$ cat src/design/tid_pkg.sv
// Notes on behaviour
// - Every trigger input offers normal edge, inverted edge, normal pulse, inverted pulse.
// - After reset every input works as normal edge.
// - Each input keeps its own control type setting.
// - An input drives a chosen set of functions; each action hits all of them.
// - Normal edge: falling edge switches each assigned function on.
// - Normal edge: rising edge switches two-state functions off.
// - Single-action functions such as mark or offset ignore the inactive edge.
// - Injection valve: falling edge selects load, rising edge selects inject.
// - Detector start/stop: falling edge starts, rising edge stops.
// - Inverted edge equals normal edge with rising and falling roles swapped.
// - Normal pulse: falling edge is active, rising edge ignored.
// - Pulse types: active pulse of 50 ms or more is always accepted.
// - Pulse types: active pulse of 4 ms or less is always rejected.
// - Inverted pulse: rising edge active, falling edge ignored.
package tid_pkg;

  // ---------------------------------------------------------------
  // Control types
  // ---------------------------------------------------------------
  typedef enum logic [1:0] {
    TID_NORMAL_EDGE = 2'h0,
    TID_INVERTED_EDGE = 2'h1,
    TID_NORMAL_PULSE = 2'h2,
    TID_INVERTED_PULSE = 2'h3
  } tid_mode_type;

  // ---------------------------------------------------------------
  // Timing
  // ---------------------------------------------------------------
  localparam int CLK_KHZ = 125000;
  localparam int REJECT_MS = 4;
  localparam int DETECT_MS = 50;
  localparam int ACCEPT_MS = 20;
  localparam int REJECT_CYC = REJECT_MS * CLK_KHZ;
  localparam int DETECT_CYC = DETECT_MS * CLK_KHZ;
  localparam int ACCEPT_CYC = ACCEPT_MS * CLK_KHZ;
  localparam int CLAMP_MARGIN = 16;

  // ---------------------------------------------------------------
  // Register map and reset values
  // ---------------------------------------------------------------
  localparam logic [3:0] WORD_MODE = 4'h0;
  localparam logic [3:0] WORD_THRESH = 4'h1;
  localparam logic [3:0] WORD_KIND = 4'h2;
  localparam logic [3:0] WORD_STATUS = 4'h3;
  localparam logic [3:0] WORD_ASSIGN = 4'h4;
  localparam logic [31:0] MODE_RST = 32'h0000_0000;
  localparam logic [31:0] KIND_RST = 32'h0000_00C0;
  localparam logic [31:0] ASSIGN_RST = 32'h0000_0000;
  localparam logic SYNC_RST = 1'b1;

  // ---------------------------------------------------------------
  // Function bit positions
  // ---------------------------------------------------------------
  localparam int FN_LEFT_INJECTION_VALVE = 0;
  localparam int FN_RIGHT_INJECTION_VALVE = 1;
  localparam int FN_TRAY_HIGH_PRESSURE_VALVE_A = 2;
  localparam int FN_TRAY_HIGH_PRESSURE_VALVE_B = 3;
  localparam int FN_REAR_LOW_PRESSURE_VALVE_A = 4;
  localparam int FN_DETECTOR_RUN = 5;
  localparam int FN_DETECTOR_MARK = 6;
  localparam int FN_DETECTOR_AUTO_OFFSET = 7;

endpackage

$ cat src/design/tid_chan_if.sv
`timescale 1ns/1ps
// ---------------------------------------------------------------
// Link between the register core and one input decoder
// ---------------------------------------------------------------
interface tid_chan_if #(parameter int CNT_W = 23);
  tid_pkg::tid_mode_type mode;
  logic [CNT_W-1:0] thresh;
  logic on_evt;
  logic off_evt;
  logic level;
  modport chan (input mode, input thresh, output on_evt, output off_evt, output level);
  modport ctl (output mode, output thresh, input on_evt, input off_evt, input level);
endinterface

$ cat src/design/tid_chan.sv
`timescale 1ns/1ps
module tid_chan #(
  parameter int CNT_W = 23
) (
  input wire logic clk_in,
  input wire logic rst_n_in,
  input wire logic ce_in,
  input wire logic pin_in,
  tid_chan_if.chan ch
);

  logic sync1_r, sync2_r, prev_r, armed_r, fired_r;
  logic armed_nxt, fired_nxt;
  logic [CNT_W-1:0] cnt_r, cnt_nxt;

  // ---------------------------------------------------------------
  // Edge and pulse decode
  // ---------------------------------------------------------------
  wire fall = prev_r & ~sync2_r;
  wire rise = ~prev_r & sync2_r;
  wire is_pulse = ch.mode[1];
  wire swapped = ch.mode[0];
  wire act_edge = swapped ? rise : fall;
  wire idle_edge = swapped ? fall : rise;
  wire cnt_full = &cnt_r;
  wire pulse_hit = is_pulse & armed_r & ~fired_r & (cnt_r >= ch.thresh);

  // Events toward the function core
  assign ch.on_evt = ce_in & (is_pulse ? pulse_hit : act_edge);
  assign ch.off_evt = ce_in & ~is_pulse & idle_edge;
  assign ch.level = sync2_r;

  // Width measurement, restarted by the active edge
  assign armed_nxt = act_edge | (armed_r & ~idle_edge);
  assign fired_nxt = ~act_edge & ~idle_edge & (fired_r | pulse_hit);
  assign cnt_nxt = act_edge ? '0 : (armed_r & ~fired_r & ~cnt_full) ? cnt_r + 1'b1 : cnt_r;

  // Synchroniser; idles high so reset gives no edge
  always_ff @(posedge clk_in) begin
    if (!rst_n_in) begin
      sync1_r <= tid_pkg::SYNC_RST;
      sync2_r <= tid_pkg::SYNC_RST;
      prev_r <= tid_pkg::SYNC_RST;
    end else if (ce_in) begin
      sync1_r <= pin_in;
      sync2_r <= sync1_r;
      prev_r <= sync2_r;
    end
  end

  // Pulse state
  always_ff @(posedge clk_in) begin
    if (!rst_n_in) begin
      armed_r <= 1'b0;
      fired_r <= 1'b0;
      cnt_r <= '0;
    end else if (ce_in) begin
      armed_r <= armed_nxt;
      fired_r <= fired_nxt;
      cnt_r <= cnt_nxt;
    end
  end
endmodule

$ cat src/design/tid_top.sv
`timescale 1ns/1ps
module tid_top #(
  parameter int NUM_IN = 8,
  parameter int NUM_FUNC = 8,
  parameter int CNT_W = 23,
  parameter int ACCEPT_CYCLES = tid_pkg::ACCEPT_CYC
) (
  input wire logic clk_in,
  input wire logic rst_n_in,
  input wire logic ce_in,
  input wire logic [NUM_IN-1:0] trig_in,
  input wire logic [5:0] avs_address_in,
  input wire logic avs_read_in,
  input wire logic avs_write_in,
  input wire logic [31:0] avs_writedata_in,
  input wire logic [3:0] avs_byteenable_in,
  output logic [31:0] avs_readdata_out,
  output logic avs_waitrequest_out,
  output logic [NUM_FUNC-1:0] func_state_out,
  output logic [NUM_FUNC-1:0] func_act_out
);

  // ---------------------------------------------------------------
  // Helpers
  // ---------------------------------------------------------------

  // Merge write data into old value by byte lanes
  function automatic logic [31:0] be_merge(
    input logic [31:0] old_v,
    input logic [31:0] new_v,
    input logic [3:0] be
  );
    logic [31:0] r;
    r = old_v;
    for (int b = 0; b < 4; b++) begin
      if (be[b]) begin
        r[8*b +: 8] = new_v[8*b +: 8];
      end
    end
    return r;
  endfunction

  // Keep threshold strictly between reject and detect widths
  function automatic logic [CNT_W-1:0] clamp_thr(
    input logic [31:0] v
  );
    logic [31:0] lo;
    logic [31:0] hi;
    lo = 32'(tid_pkg::REJECT_CYC + tid_pkg::CLAMP_MARGIN);
    hi = 32'(tid_pkg::DETECT_CYC - tid_pkg::CLAMP_MARGIN);
    if (v < lo) begin
      return CNT_W'(lo);
    end else if (v > hi) begin
      return CNT_W'(hi);
    end
    return CNT_W'(v);
  endfunction

  // ---------------------------------------------------------------
  // Registers
  // ---------------------------------------------------------------
  logic [2*NUM_IN-1:0] mode_r;
  logic [CNT_W-1:0] thresh_r;
  logic [NUM_FUNC-1:0] kind_r;
  logic [NUM_FUNC-1:0] assign_r [NUM_IN];
  logic [NUM_FUNC-1:0] state_r, state_nxt;
  logic [NUM_FUNC-1:0] act_r;
  logic ack_r, ack_nxt;
  logic [31:0] rdata_r;

  // Event collection
  logic [NUM_IN-1:0] on_vec;
  logic [NUM_IN-1:0] off_vec;
  logic [NUM_IN-1:0] lvl_vec;
  logic [NUM_FUNC-1:0] on_any;
  logic [NUM_FUNC-1:0] off_any;

  // ---------------------------------------------------------------
  // Bus decode
  // ---------------------------------------------------------------

  // Word select from byte address
  wire [3:0] word = avs_address_in[5:2];
  wire [3:0] asg_off = word - tid_pkg::WORD_ASSIGN;
  wire sel_mode = word == tid_pkg::WORD_MODE;
  wire sel_thresh = word == tid_pkg::WORD_THRESH;
  wire sel_kind = word == tid_pkg::WORD_KIND;
  wire sel_status = word == tid_pkg::WORD_STATUS;
  wire sel_asg = (word >= tid_pkg::WORD_ASSIGN) && (32'(asg_off) < NUM_IN);

  // Handshake: one wait cycle, then the answer
  wire req = avs_read_in | avs_write_in;
  wire wr_take = avs_write_in & ack_r & ce_in;
  assign ack_nxt = req & ~ack_r;
  assign avs_waitrequest_out = ~ack_r;
  assign avs_readdata_out = rdata_r;

  // Status view
  wire [31:0] status_v = 32'({lvl_vec, state_r});

  // Assign word for the addressed input
  wire [NUM_FUNC-1:0] asg_sel_v = sel_asg ? assign_r[asg_off[2:0]] : '0;

  // Read mux; unmapped words read zero
  wire [31:0] rd_mux =
    sel_mode ? 32'(mode_r) :
    sel_thresh ? 32'(thresh_r) :
    sel_kind ? 32'(kind_r) :
    sel_status ? status_v :
    sel_asg ? 32'(asg_sel_v) :
    32'h0000_0000;

  // Write value honouring byte enables
  wire [31:0] wr_val = be_merge(rd_mux, avs_writedata_in, avs_byteenable_in);

  // Bus state
  always_ff @(posedge clk_in) begin
    if (!rst_n_in) begin
      ack_r <= 1'b0;
      rdata_r <= 32'h0000_0000;
    end else if (ce_in) begin
      ack_r <= ack_nxt;
      if (avs_read_in && !ack_r) begin
        rdata_r <= rd_mux;
      end
    end
  end

  // ---------------------------------------------------------------
  // Configuration registers
  // ---------------------------------------------------------------

  // Control types start as normal edge
  always_ff @(posedge clk_in) begin
    if (!rst_n_in) begin
      mode_r <= tid_pkg::MODE_RST[2*NUM_IN-1:0];
    end else if (wr_take && sel_mode) begin
      mode_r <= wr_val[2*NUM_IN-1:0];
    end
  end

  // Pulse threshold
  always_ff @(posedge clk_in) begin
    if (!rst_n_in) begin
      thresh_r <= CNT_W'(ACCEPT_CYCLES);
    end else if (wr_take && sel_thresh) begin
      thresh_r <= clamp_thr(wr_val);
    end
  end

  // Single-action function mask
  always_ff @(posedge clk_in) begin
    if (!rst_n_in) begin
      kind_r <= tid_pkg::KIND_RST[NUM_FUNC-1:0];
    end else if (wr_take && sel_kind) begin
      kind_r <= wr_val[NUM_FUNC-1:0];
    end
  end

  // Function sets per input
  always_ff @(posedge clk_in) begin
    if (!rst_n_in) begin
      for (int i = 0; i < NUM_IN; i++) begin
        assign_r[i] <= tid_pkg::ASSIGN_RST[NUM_FUNC-1:0];
      end
    end else if (wr_take && sel_asg) begin
      assign_r[asg_off[2:0]] <= wr_val[NUM_FUNC-1:0];
    end
  end

  // ---------------------------------------------------------------
  // Input decoders
  // ---------------------------------------------------------------
  for (genvar gi = 0; gi < NUM_IN; gi++) begin : g_chan
    tid_chan_if #(.CNT_W(CNT_W)) cif ();

    // Per-input type and shared threshold
    assign cif.mode = tid_pkg::tid_mode_type'(mode_r[2*gi +: 2]);
    assign cif.thresh = thresh_r;
    assign on_vec[gi] = cif.on_evt;
    assign off_vec[gi] = cif.off_evt;
    assign lvl_vec[gi] = cif.level;

    tid_chan #(.CNT_W(CNT_W)) u_chan (
      .clk_in(clk_in),
      .rst_n_in(rst_n_in),
      .ce_in(ce_in),
      .pin_in(trig_in[gi]),
      .ch(cif.chan)
    );
  end

  // ---------------------------------------------------------------
  // Function core
  // ---------------------------------------------------------------

  // Fan each event out to every assigned function
  always_comb begin
    on_any = '0;
    off_any = '0;
    for (int i = 0; i < NUM_IN; i++) begin
      if (on_vec[i]) begin
        on_any = on_any | assign_r[i];
      end
      if (off_vec[i]) begin
        off_any = off_any | assign_r[i];
      end
    end
  end

  // On wins over off; single-action functions hold no state
  assign state_nxt = (state_r | on_any) & ~(off_any & ~on_any) & ~kind_r;

  // Function outputs
  always_ff @(posedge clk_in) begin
    if (!rst_n_in) begin
      state_r <= '0;
      act_r <= '0;
    end else if (ce_in) begin
      state_r <= state_nxt;
      act_r <= on_any;
    end
  end

  assign func_state_out = state_r;
  assign func_act_out = act_r;

  // ---------------------------------------------------------------
  // Bus and configuration checks
  // ---------------------------------------------------------------

  // Band limits that a threshold write may leave behind
  wire [CNT_W-1:0] thr_lo = CNT_W'(tid_pkg::REJECT_CYC + tid_pkg::CLAMP_MARGIN);
  wire [CNT_W-1:0] thr_hi = CNT_W'(tid_pkg::DETECT_CYC - tid_pkg::CLAMP_MARGIN);
endmodule

$ cat config.mk
export PLATFORM = sky130hd
export DESIGN_NAME = tid_top
export DESIGN_NICKNAME = d
export VERILOG_FILES = /design/src/design/tid_pkg.sv /design/src/design/tid_chan_if.sv /design/src/design/tid_chan.sv /design/src/design/tid_top.sv
export SDC_FILE = /design/constraint.sdc
export NUM_CORES = 1
export LEC_CHECK = 0
export ABC_AREA = 1
export BUFFER_PORTS_ARGS = -buffer_cell sky130_fd_sc_hd__buf_2
export CAP_MARGIN = 20
export CORE_UTILIZATION = 45
export CTS_CLUSTER_DIAMETER = 40
export DETAILED_ROUTE_END_ITERATION = 12
export SLEW_MARGIN = 5
export SYNTH_ARGS = -nofsm -noshare
export SYNTH_HDL_FRONTEND = slang
export SYNTH_HIERARCHICAL = 1
export SYNTH_SLANG_ARGS = --single-unit
$ cat constraint.sdc
create_clock -name clk_in -period 3.4 [get_ports clk_in]
set_input_delay 0 -clock clk_in [delete_from_list [all_inputs] [get_ports clk_in]]
set_output_delay 0 -clock clk_in [all_outputs]
set_load 0.02 [all_outputs]
==> flow_metrics.env, run 1 <==
export IMPL_cap_violations=0
export IMPL_yosysTopAreaCellShare=0.224
export IMPL_syn_area_per_cell_sq_um=6.38
export IMPL_synth_edff_count=64
export IMPL_holdWs_ns=0.0553
export IMPL_layout_drive_gt1_share=0.137
export IMPL_crit_arrival_ns=3.65
export IMPL_reg2reg_slack_ns=0.21
export IMPL_routedWlPerCell_um=17.4
export IMPL_num_vias=28400
export IMPL_drv_slew=0
export IMPL_r2r_end="g_chan[0].cif.thresh[20]$_SDFFE_PN0P_"
export IMPL_finalHoldViolCount=0
export IMPL_clkSlewWorstSetupHoldPaths_ns=0.05
export IMPL_fin_crit_sh=0.939
export IMPL_tightest_slew_ns=0.931
export IMPL_cts_tree="built"
export IMPL_clk_latency_ns=0.64
export IMPL_synth_area_leaders="dfxtp_1 22%, nand2_1 17%, nor2_1 10%"
export IMPL_synth_seq_cells=375
export IMPL_grt_pass1_wl_um=147000
export IMPL_regArea_sq_um=8150
export IMPL_nets=4851
export IMPL_cp_required_ns=3.86
export IMPL_route_met3_wl_um=6480
export IMPL_grt_pass1_vias=26100
export IMPL_r2r_start="g_chan[0].cif.thresh[18]$_SDFFE_PN1P_"
export IMPL_dp_cells=5260
export IMPL_numCtsBuffers=80
export IMPL_rows=90
export IMPL_peakVddDrop_uv=651
export IMPL_worstRegToRegCells=16
export IMPL_cts_sinks=375
export IMPL_finalCoreUtilization=0.545
export IMPL_ys_seq_area_frac=0.293
export IMPL_dr_max_layer_used="met4"
export IMPL_yosysUniqueCellTypes=51
export IMPL_start_util=0.458
export IMPL_min_path_type="in -> reg"
export IMPL_die_w_um=251
export IMPL_synthCells=4358
export IMPL_ys_flop_type="dfxtp_1"
export IMPL_track_usage=0.299
export IMPL_io_pins=104
export IMPL_synthArstFlopShare=0
export IMPL_via_per_inst=5.21
export IMPL_crit_start="g_chan[0].cif.thresh[18]$_SDFFE_PN1P_"
export IMPL_cts_root_buf="clkbuf_16"
export IMPL_multi_input_area_sq_um=16900
export IMPL_clk_path_buf_depth=3
export IMPL_setup_viol=0
export IMPL_rsz0062_at_grt="no"
export IMPL_drt_iter0_drc=2273
export IMPL_p_leak_nw=14.8
export IMPL_run_status="finished, final reports clean"
export IMPL_syn_area_sq_um=27800
export IMPL_gr_total_overflow=0
export IMPL_crit_fanout=13
export IMPL_hpwl_um=71400
export IMPL_power_density_nw_per_um2=437
export IMPL_ys_warn_count=6
export IMPL_first_pass_iters=8
export IMPL_drt_wl_total_um=94700
export IMPL_synthToLayoutAreaGrowth_pct=19.1
export IMPL_startpoint_type="register"
export IMPL_final_min_clock_period_ns=3.19
export IMPL_fillers=6135
export IMPL_ant_nets=0
export IMPL_port_buffers=92
export IMPL_met1Wirelength_um=43100
export IMPL_fp_dieArea_sq_um=62800
export IMPL_coreArea_sq_um=60700
export IMPL_layout_cells_non_filler=5454
export IMPL_fin_tns_setup_ns=0
export IMPL_fmax_mhz=313
export IMPL_path_class="reg -> reg"
export IMPL_die_h_um=251
export IMPL_grt_max_degree=51
export IMPL_globalplace_congestion=0.966
export IMPL_power_w=0.0145
export IMPL_cp_end_kind="register"
export IMPL_skew_ns=0.0253
export IMPL_h_tree_depth=3
export IMPL_max_slew_margin_rel=0.379
export IMPL_cp_endpoint="g_chan[0].cif.thresh[20]$_SDFFE_PN0P_"
export IMPL_yosys_area_top_type="dfxtp_1"
export IMPL_antenna_found_initial=0
export IMPL_drc=0
export IMPL_wl_met2_um=42300
==> metrics by stage <==
stage,cell area [sq um],worst slack [ns]
final,33100,0.209
after global routing,33100,0.00510
after CTS,33100,0.140
after detailed placement,29700,0.153
after global placement,29700,0.168
after floorplan,27800,0.835
==> layer usage <==
metal | global-route usage | vias up
met5 | 0 | -
met4 | 0.0992 | 0
met3 | 0.0496 | 154
met2 | 0.479 | 904
met1 | 0.406 | 13000
li1 | - | 14400
==> cells in the mapped netlist, types with 7 or more instances <==
| cell type | number |
|---|---|
| nand2_1 | 1230 |
| nor2_1 | 738 |
| inv_1 | 490 |
| a21oi_1 | 321 |
| dfxtp_1 | 311 |
| nand3_1 | 255 |
| ha_1 | 193 |
| o21ai_0 | 141 |
| nor2_2 | 74 |
| xor2_1 | 72 |
| clkbuf_1 | 67 |
| edfxtp_1 | 64 |
| inv_2 | 46 |
| nand2_2 | 43 |
| nand4_1 | 34 |
| buf_6 | 28 |
| a21o_1 | 24 |
| a21oi_2 | 24 |
| o211ai_1 | 24 |
| buf_4 | 20 |
| nor2_4 | 19 |
| xnor2_1 | 16 |
| o22ai_1 | 12 |
| a221oi_1 | 10 |
| nand2_4 | 10 |
| o21bai_1 | 10 |
| a21oi_4 | 8 |
| a31oi_1 | 8 |
| buf_2 | 8 |
| nand3b_1 | 8 |
| o21ai_2 | 8 |
| a22oi_1 | 7 |
==> flip-flops by register name, indices dropped and copies added, names as in the netlist <==
signal	count
func_act_out	8
mode_r	16
avs_readdata_out	23
assign_r	64
func_state_out	8
g_chan.u_chan/ch.level	8
ack_r	1
g_chan.u_chan/armed_r	8
g_chan.cif.thresh	23
g_chan.u_chan/sync1_r	8
g_chan.u_chan/fired_r	8
g_chan.u_chan/prev_r	8
g_chan.u_chan/cnt_r	184
kind_r	8
==> layout make-up <==
class / instances / area share
antenna: 1 / 0.0000756
clock buffer: 92 / 0.0646
clock inverter: 58 / 0.0258
inverter: 539 / 0.0616
multi-input combinational: 3325 / 0.510
sequential: 375 / 0.246
tap: 782 / 0.0296
timing repair buffer: 282 / 0.0622
==> cells by family after synthesis <==
family          count (synthesis)  synth area share
fa+ha+maj                     193            0.0869
simple gates                 2421             0.363
flops                         375             0.293
buf+inv                       666             0.101
compound gates                614             0.128
other cells                     1          0.000135
xor+xnor                       88            0.0277
==> critical path, stage by stage, from the launching register on <==
cell	delay, ns
dfxtp_1	0.42
buf_4	0.24
nand2_1	0.10
o21ai_0	0.15
dlygate4sd3_1	0.56
buf_4	0.13
nand2_1	0.08
nor3_2	0.23
nand3_1	0.11
nor2_1	0.14
nand2_1	0.06
nor2_1	0.09
nand3_1	0.12
nand2_4	0.18
inv_2	0.11
o21ai_0	0.20
a21oi_1	0.09
==> cells in the final DEF (no fill, tap or decap), drive strengths merged, types with 41 or more instances in the layout <==
cell type / count
buf: 241
dlygate4sd3: 41
a21oi: 353
nand2: 1283
edfxtp: 64
ha: 193
clkbuf: 92
nand3: 258
nor2: 832
inv: 544
dfxtp: 311
o21ai: 151
xor2: 72
==> power breakdown <==
group	internal [W]	total, W	switching [W]
Combinational	0.000322	0.00112	0.000799
Clock	0.00574	0.00864	0.00290
Sequential	0.00461	0.00470	0.0000873
Total	0.0107	0.0145	0.00379
==> timing repair <==
action,in CTS,in global routing
hold buffers,41,0
setup buffers,0,2
resized for setup,0,17
endpoints found under the hold margin,56,0
setup endpoints to repair,0,20
==> worst min-delay path by stage <==
stage | from | end | slack [ns] | depth (start not counted)
4_1_cts | avs_writedata_in[0] | mode_r[0]$_SDFFE_PN0P_ | 0.02 | 5
2_1_floorplan | rst_n_in | g_chan[0].u_chan/sync1_r$_SDFFE_PN1P_ | 0.08 | 1
3_3_place_gp | trig_in[6] | g_chan[6].u_chan/sync1_r$_SDFFE_PN1P_ | 0.26 | 3
5_1_grt | avs_address_in[2] | avs_readdata_out[20]$_SDFFE_PN0P_ | 0.06 | 5
3_5_place_dp | trig_in[0] | g_chan[0].u_chan/sync1_r$_SDFFE_PN1P_ | 0.26 | 3
6_report | avs_address_in[2] | avs_readdata_out[20]$_SDFFE_PN0P_ | 0.06 | 5
Power figures use the tool's default switching activity.
==> run 2: changes to the inputs <==
--- a/config.mk
+++ b/config.mk
@@ -13,2 +13,3 @@
 export DETAILED_ROUTE_END_ITERATION = 12
+export MAX_ROUTING_LAYER = met4
 export SLEW_MARGIN = 5
==> constraint.sdc (replaced) <==
create_clock -name clk_in -period 3.4 [get_ports clk_in]
set_input_delay 0.51 -clock clk_in [delete_from_list [all_inputs] [get_ports clk_in]]
set_output_delay 0.51 -clock clk_in [all_outputs]
set_load 0.02 [all_outputs]
==> run 2 against run 1 <==
  * Sequential cell count unchanged
  * Sequential power is essentially flat
  * Setup slack better by 0.0048 ns
  * Critical path type unchanged
  * Highest routed layer unchanged
==> flow_metrics.env, run 2 (synthesis results as in run 1) <==
export IMPL_peakVddDrop_uv=565
export IMPL_comb_power_share=0.078
export IMPL_io_pins=104
export IMPL_numCtsBuffers=80
export IMPL_fin_crit_sh=0.937
export IMPL_antenna_found_initial=1
export IMPL_start_util=0.458
export IMPL_grt_pass1_wl_um=145000
export IMPL_via_per_inst=5.15
export IMPL_setup_viol=0
export IMPL_power_density_nw_per_um2=427
export IMPL_startpoint_type="register"
export IMPL_tightest_slew_ns=0.913
export IMPL_cp_required_ns=3.91
export IMPL_cap_violations=0
export IMPL_r2r_start="g_chan[0].cif.thresh[22]$_SDFFE_PN0P_"
export IMPL_clk_latency_ns=0.63
export IMPL_cp_depth=21
export IMPL_gr_usage_met1=0.398
export IMPL_grt_pass1_vias=25900
export IMPL_p_leak_nw=14.9
export IMPL_cp_end_kind="register"
export IMPL_drt_wl_total_um=92700
export IMPL_port_buffers=92
export IMPL_drv_slew=0
export IMPL_regMostFlops="g_chan.u_chan/cnt_r"
export IMPL_grt_busiest_layer="met2"
export IMPL_rows=90
export IMPL_worst_slack_ns=0.213
export IMPL_min_path_type="in -> reg"
export IMPL_largest_register_ffs=184
export IMPL_h_tree_depth=3
export IMPL_mostFrequentLayoutCells="1,230 x nand2_1, 735 x nor2_1, 488 x inv_1"
export IMPL_num_antenna_cells=0
export IMPL_cts_resized=1
export IMPL_grt_max_degree=51
export IMPL_p_seq_frac=0.332
export IMPL_cts_root_buf="clkbuf_16"
export IMPL_finalHoldViolCount=0
export IMPL_cp_common_cell="o21ai_0"
export IMPL_crit_buf_inv=5
export IMPL_cp_endpoint="func_act_out[0]$_SDFFE_PN0P_"
export IMPL_synthToLayoutAreaGrowth_pct=18.9
export IMPL_cts_sinks=375
export IMPL_path_class="reg -> reg"
export IMPL_final_min_clock_period_ns=3.19
export IMPL_skew_ns=0.0253
export IMPL_die_h_um=251
export IMPL_nets=4866
export IMPL_final_common_cell="nand2_1"
export IMPL_post_place_ws_ns=-0.0190
export IMPL_grt_util_met2=0.478
export IMPL_internal_power_w=0.0105
export IMPL_first_pass_iters=7
export IMPL_crit_arrival_ns=3.70
export IMPL_ant_nets=0
export IMPL_clkSlewWorstSetupHoldPaths_ns=0.05
export IMPL_crit_fanout=8
export IMPL_clk_path_buf_depth=3
export IMPL_num_vias=28100
export IMPL_cts_tree="built"
export IMPL_hpwl_um=70800
export IMPL_worstRegToRegCells=21
export IMPL_fin_area_sq_um=33100
export IMPL_reg2reg_slack_ns=0.21
export IMPL_use_met3=0.0459
export IMPL_rsz0062_at_grt="yes"
export IMPL_switching_share=0.257
export IMPL_globalplace_congestion=0.956
export IMPL_critPathMaxStageDelay_ns=0.38
export IMPL_p_clk_frac=0.590
export IMPL_post_cts_buffers=0
export IMPL_layout_drive_gt1_share=0.150
export IMPL_die_w_um=251
export IMPL_cp_slowest_cell="dfxtp_2"
export IMPL_max_slew_margin_rel=0.391
export IMPL_fillers=6176
export IMPL_placed_area_sq_um=30100
export IMPL_fp_dieArea_sq_um=62800
export IMPL_drc=0
export IMPL_gr_total_overflow=0
export IMPL_path_cells="buf_4 -> inv_1 -> ha_1 -> a21o_1 -> nor2_1 -> nand2_1 -> nor2_1 -> nand3_1 -> nand2_1 -> o21ai_0 -> inv_2 -> o21ai_0 -> a21oi_1 -> o21ai_0 -> a21oi_1 -> o21ai_0 -> a21oi_1 -> o21ai_0 -> buf_4 -> o21ai_0 -> inv_1"
export IMPL_path_delay_family="compound AO/OA/AOI/OAI gates"
export IMPL_coreArea_sq_um=60700
export IMPL_routedWlPerCell_um=17.0
export IMPL_run_status="finished, final reports clean"
export IMPL_drt_iter0_drc=2146
export IMPL_power_switching_w=0.00363
export IMPL_track_usage=0.302
export IMPL_fmax_mhz=314
export IMPL_postCtsHoldBufs=0
export IMPL_crit_start="g_chan[0].cif.thresh[22]$_SDFFE_PN0P_"
export IMPL_r2r_end="func_act_out[0]$_SDFFE_PN0P_"
export IMPL_top_regs="g_chan.u_chan/cnt_r x184, assign_r x64"
## run 2: cell count changes in the layout (fill, tap and decap cells not counted), moves of 3 or more
cell,before,now
dfxtp_2,4,10
clkinv_8,4,1
dlygate4sd3_1,41,0
dfxtp_4,0,5
clkbuf_8,7,11
buf_6,1,8
o21ai_1,8,5
clkinvlp_4,13,10
buf_4,145,194
o21ai_0,135,138
dfxtp_1,307,296
clkinv_4,8,11
## run 2: through the flow
| stage | TNS (ns) | std cells | hold WS (ns) | utilization | total power (W) |
|---|---|---|---|---|---|
| after floorplan | 0 | 4366 | 0.429 | - | 0.00545 |
| after global placement | 0 | 5318 | 0.440 | 0.496 | 0.00586 |
| after detailed placement | -0.0251 | 5318 | 0.445 | 0.496 | 0.00586 |
| after CTS | 0 | 5467 | 0.0747 | 0.543 | 0.0142 |
| after global routing | -0.0590 | 5467 | 0.0905 | 0.545 | 0.0145 |
| final | 0 | 5467 | 0.0955 | 0.545 | 0.0141 |
## run 2: worst min-delay path, cell delays in order
cell and delay, ns:
buf_2 0.08, nand2_1 0.04, nand3_1 0.06
## run 2: cell type report
type                       count  area, sq um  share of cell area
clock buffer                  95         2170              0.0656
clock inverter                54          717              0.0217
sequential                   375         8180               0.247
inverter                     539         2030              0.0616
timing repair buffer         297         2100              0.0634
multi-input combinational   3325        16900               0.511
tap                          782          978              0.0296
## run 2: power groups by stage
stage	Sequential, W	Combinational, W	Clock (W)
finish	0.00470	0.00110	0.00834
CTS	0.00470	0.00108	0.00845
floorplan	0.00479	0.000663	0
detailed placement	0.00478	0.00108	0
global route	0.00470	0.00118	0.00866
global placement	0.00478	0.00108	0
## run 2: per-layer routing
metal | vias to the layer above | routed length, um
li1 | 14400 | -
met1 | 12800 | 42900
met2 | 780 | 41700
met3 | 159 | 5500
met4 | 0 | 2580
met5 | - | 0
## run 2: worst min-delay path by stage
| stage | to | slack (ns) | from | depth (start not counted) |
|---|---|---|---|---|
| CTS | g_chan[2].u_chan/sync1_r$_SDFFE_PN1P_ | 0.07 | trig_in[2] | 3 |
| detailed placement | g_chan[5].u_chan/sync1_r$_SDFFE_PN1P_ | 0.44 | g_chan[5].u_chan/sync1_r$_SDFFE_PN1P_ | 2 |
| floorplan | g_chan[0].u_chan/sync1_r$_SDFFE_PN1P_ | 0.43 | g_chan[0].u_chan/sync1_r$_SDFFE_PN1P_ | 2 |
| global placement | g_chan[6].u_chan/sync1_r$_SDFFE_PN1P_ | 0.44 | g_chan[6].u_chan/sync1_r$_SDFFE_PN1P_ | 2 |
| global route | g_chan[2].u_chan/sync1_r$_SDFFE_PN1P_ | 0.09 | trig_in[2] | 3 |
| finish | g_chan[2].u_chan/sync1_r$_SDFFE_PN1P_ | 0.1 | trig_in[2] | 3 |
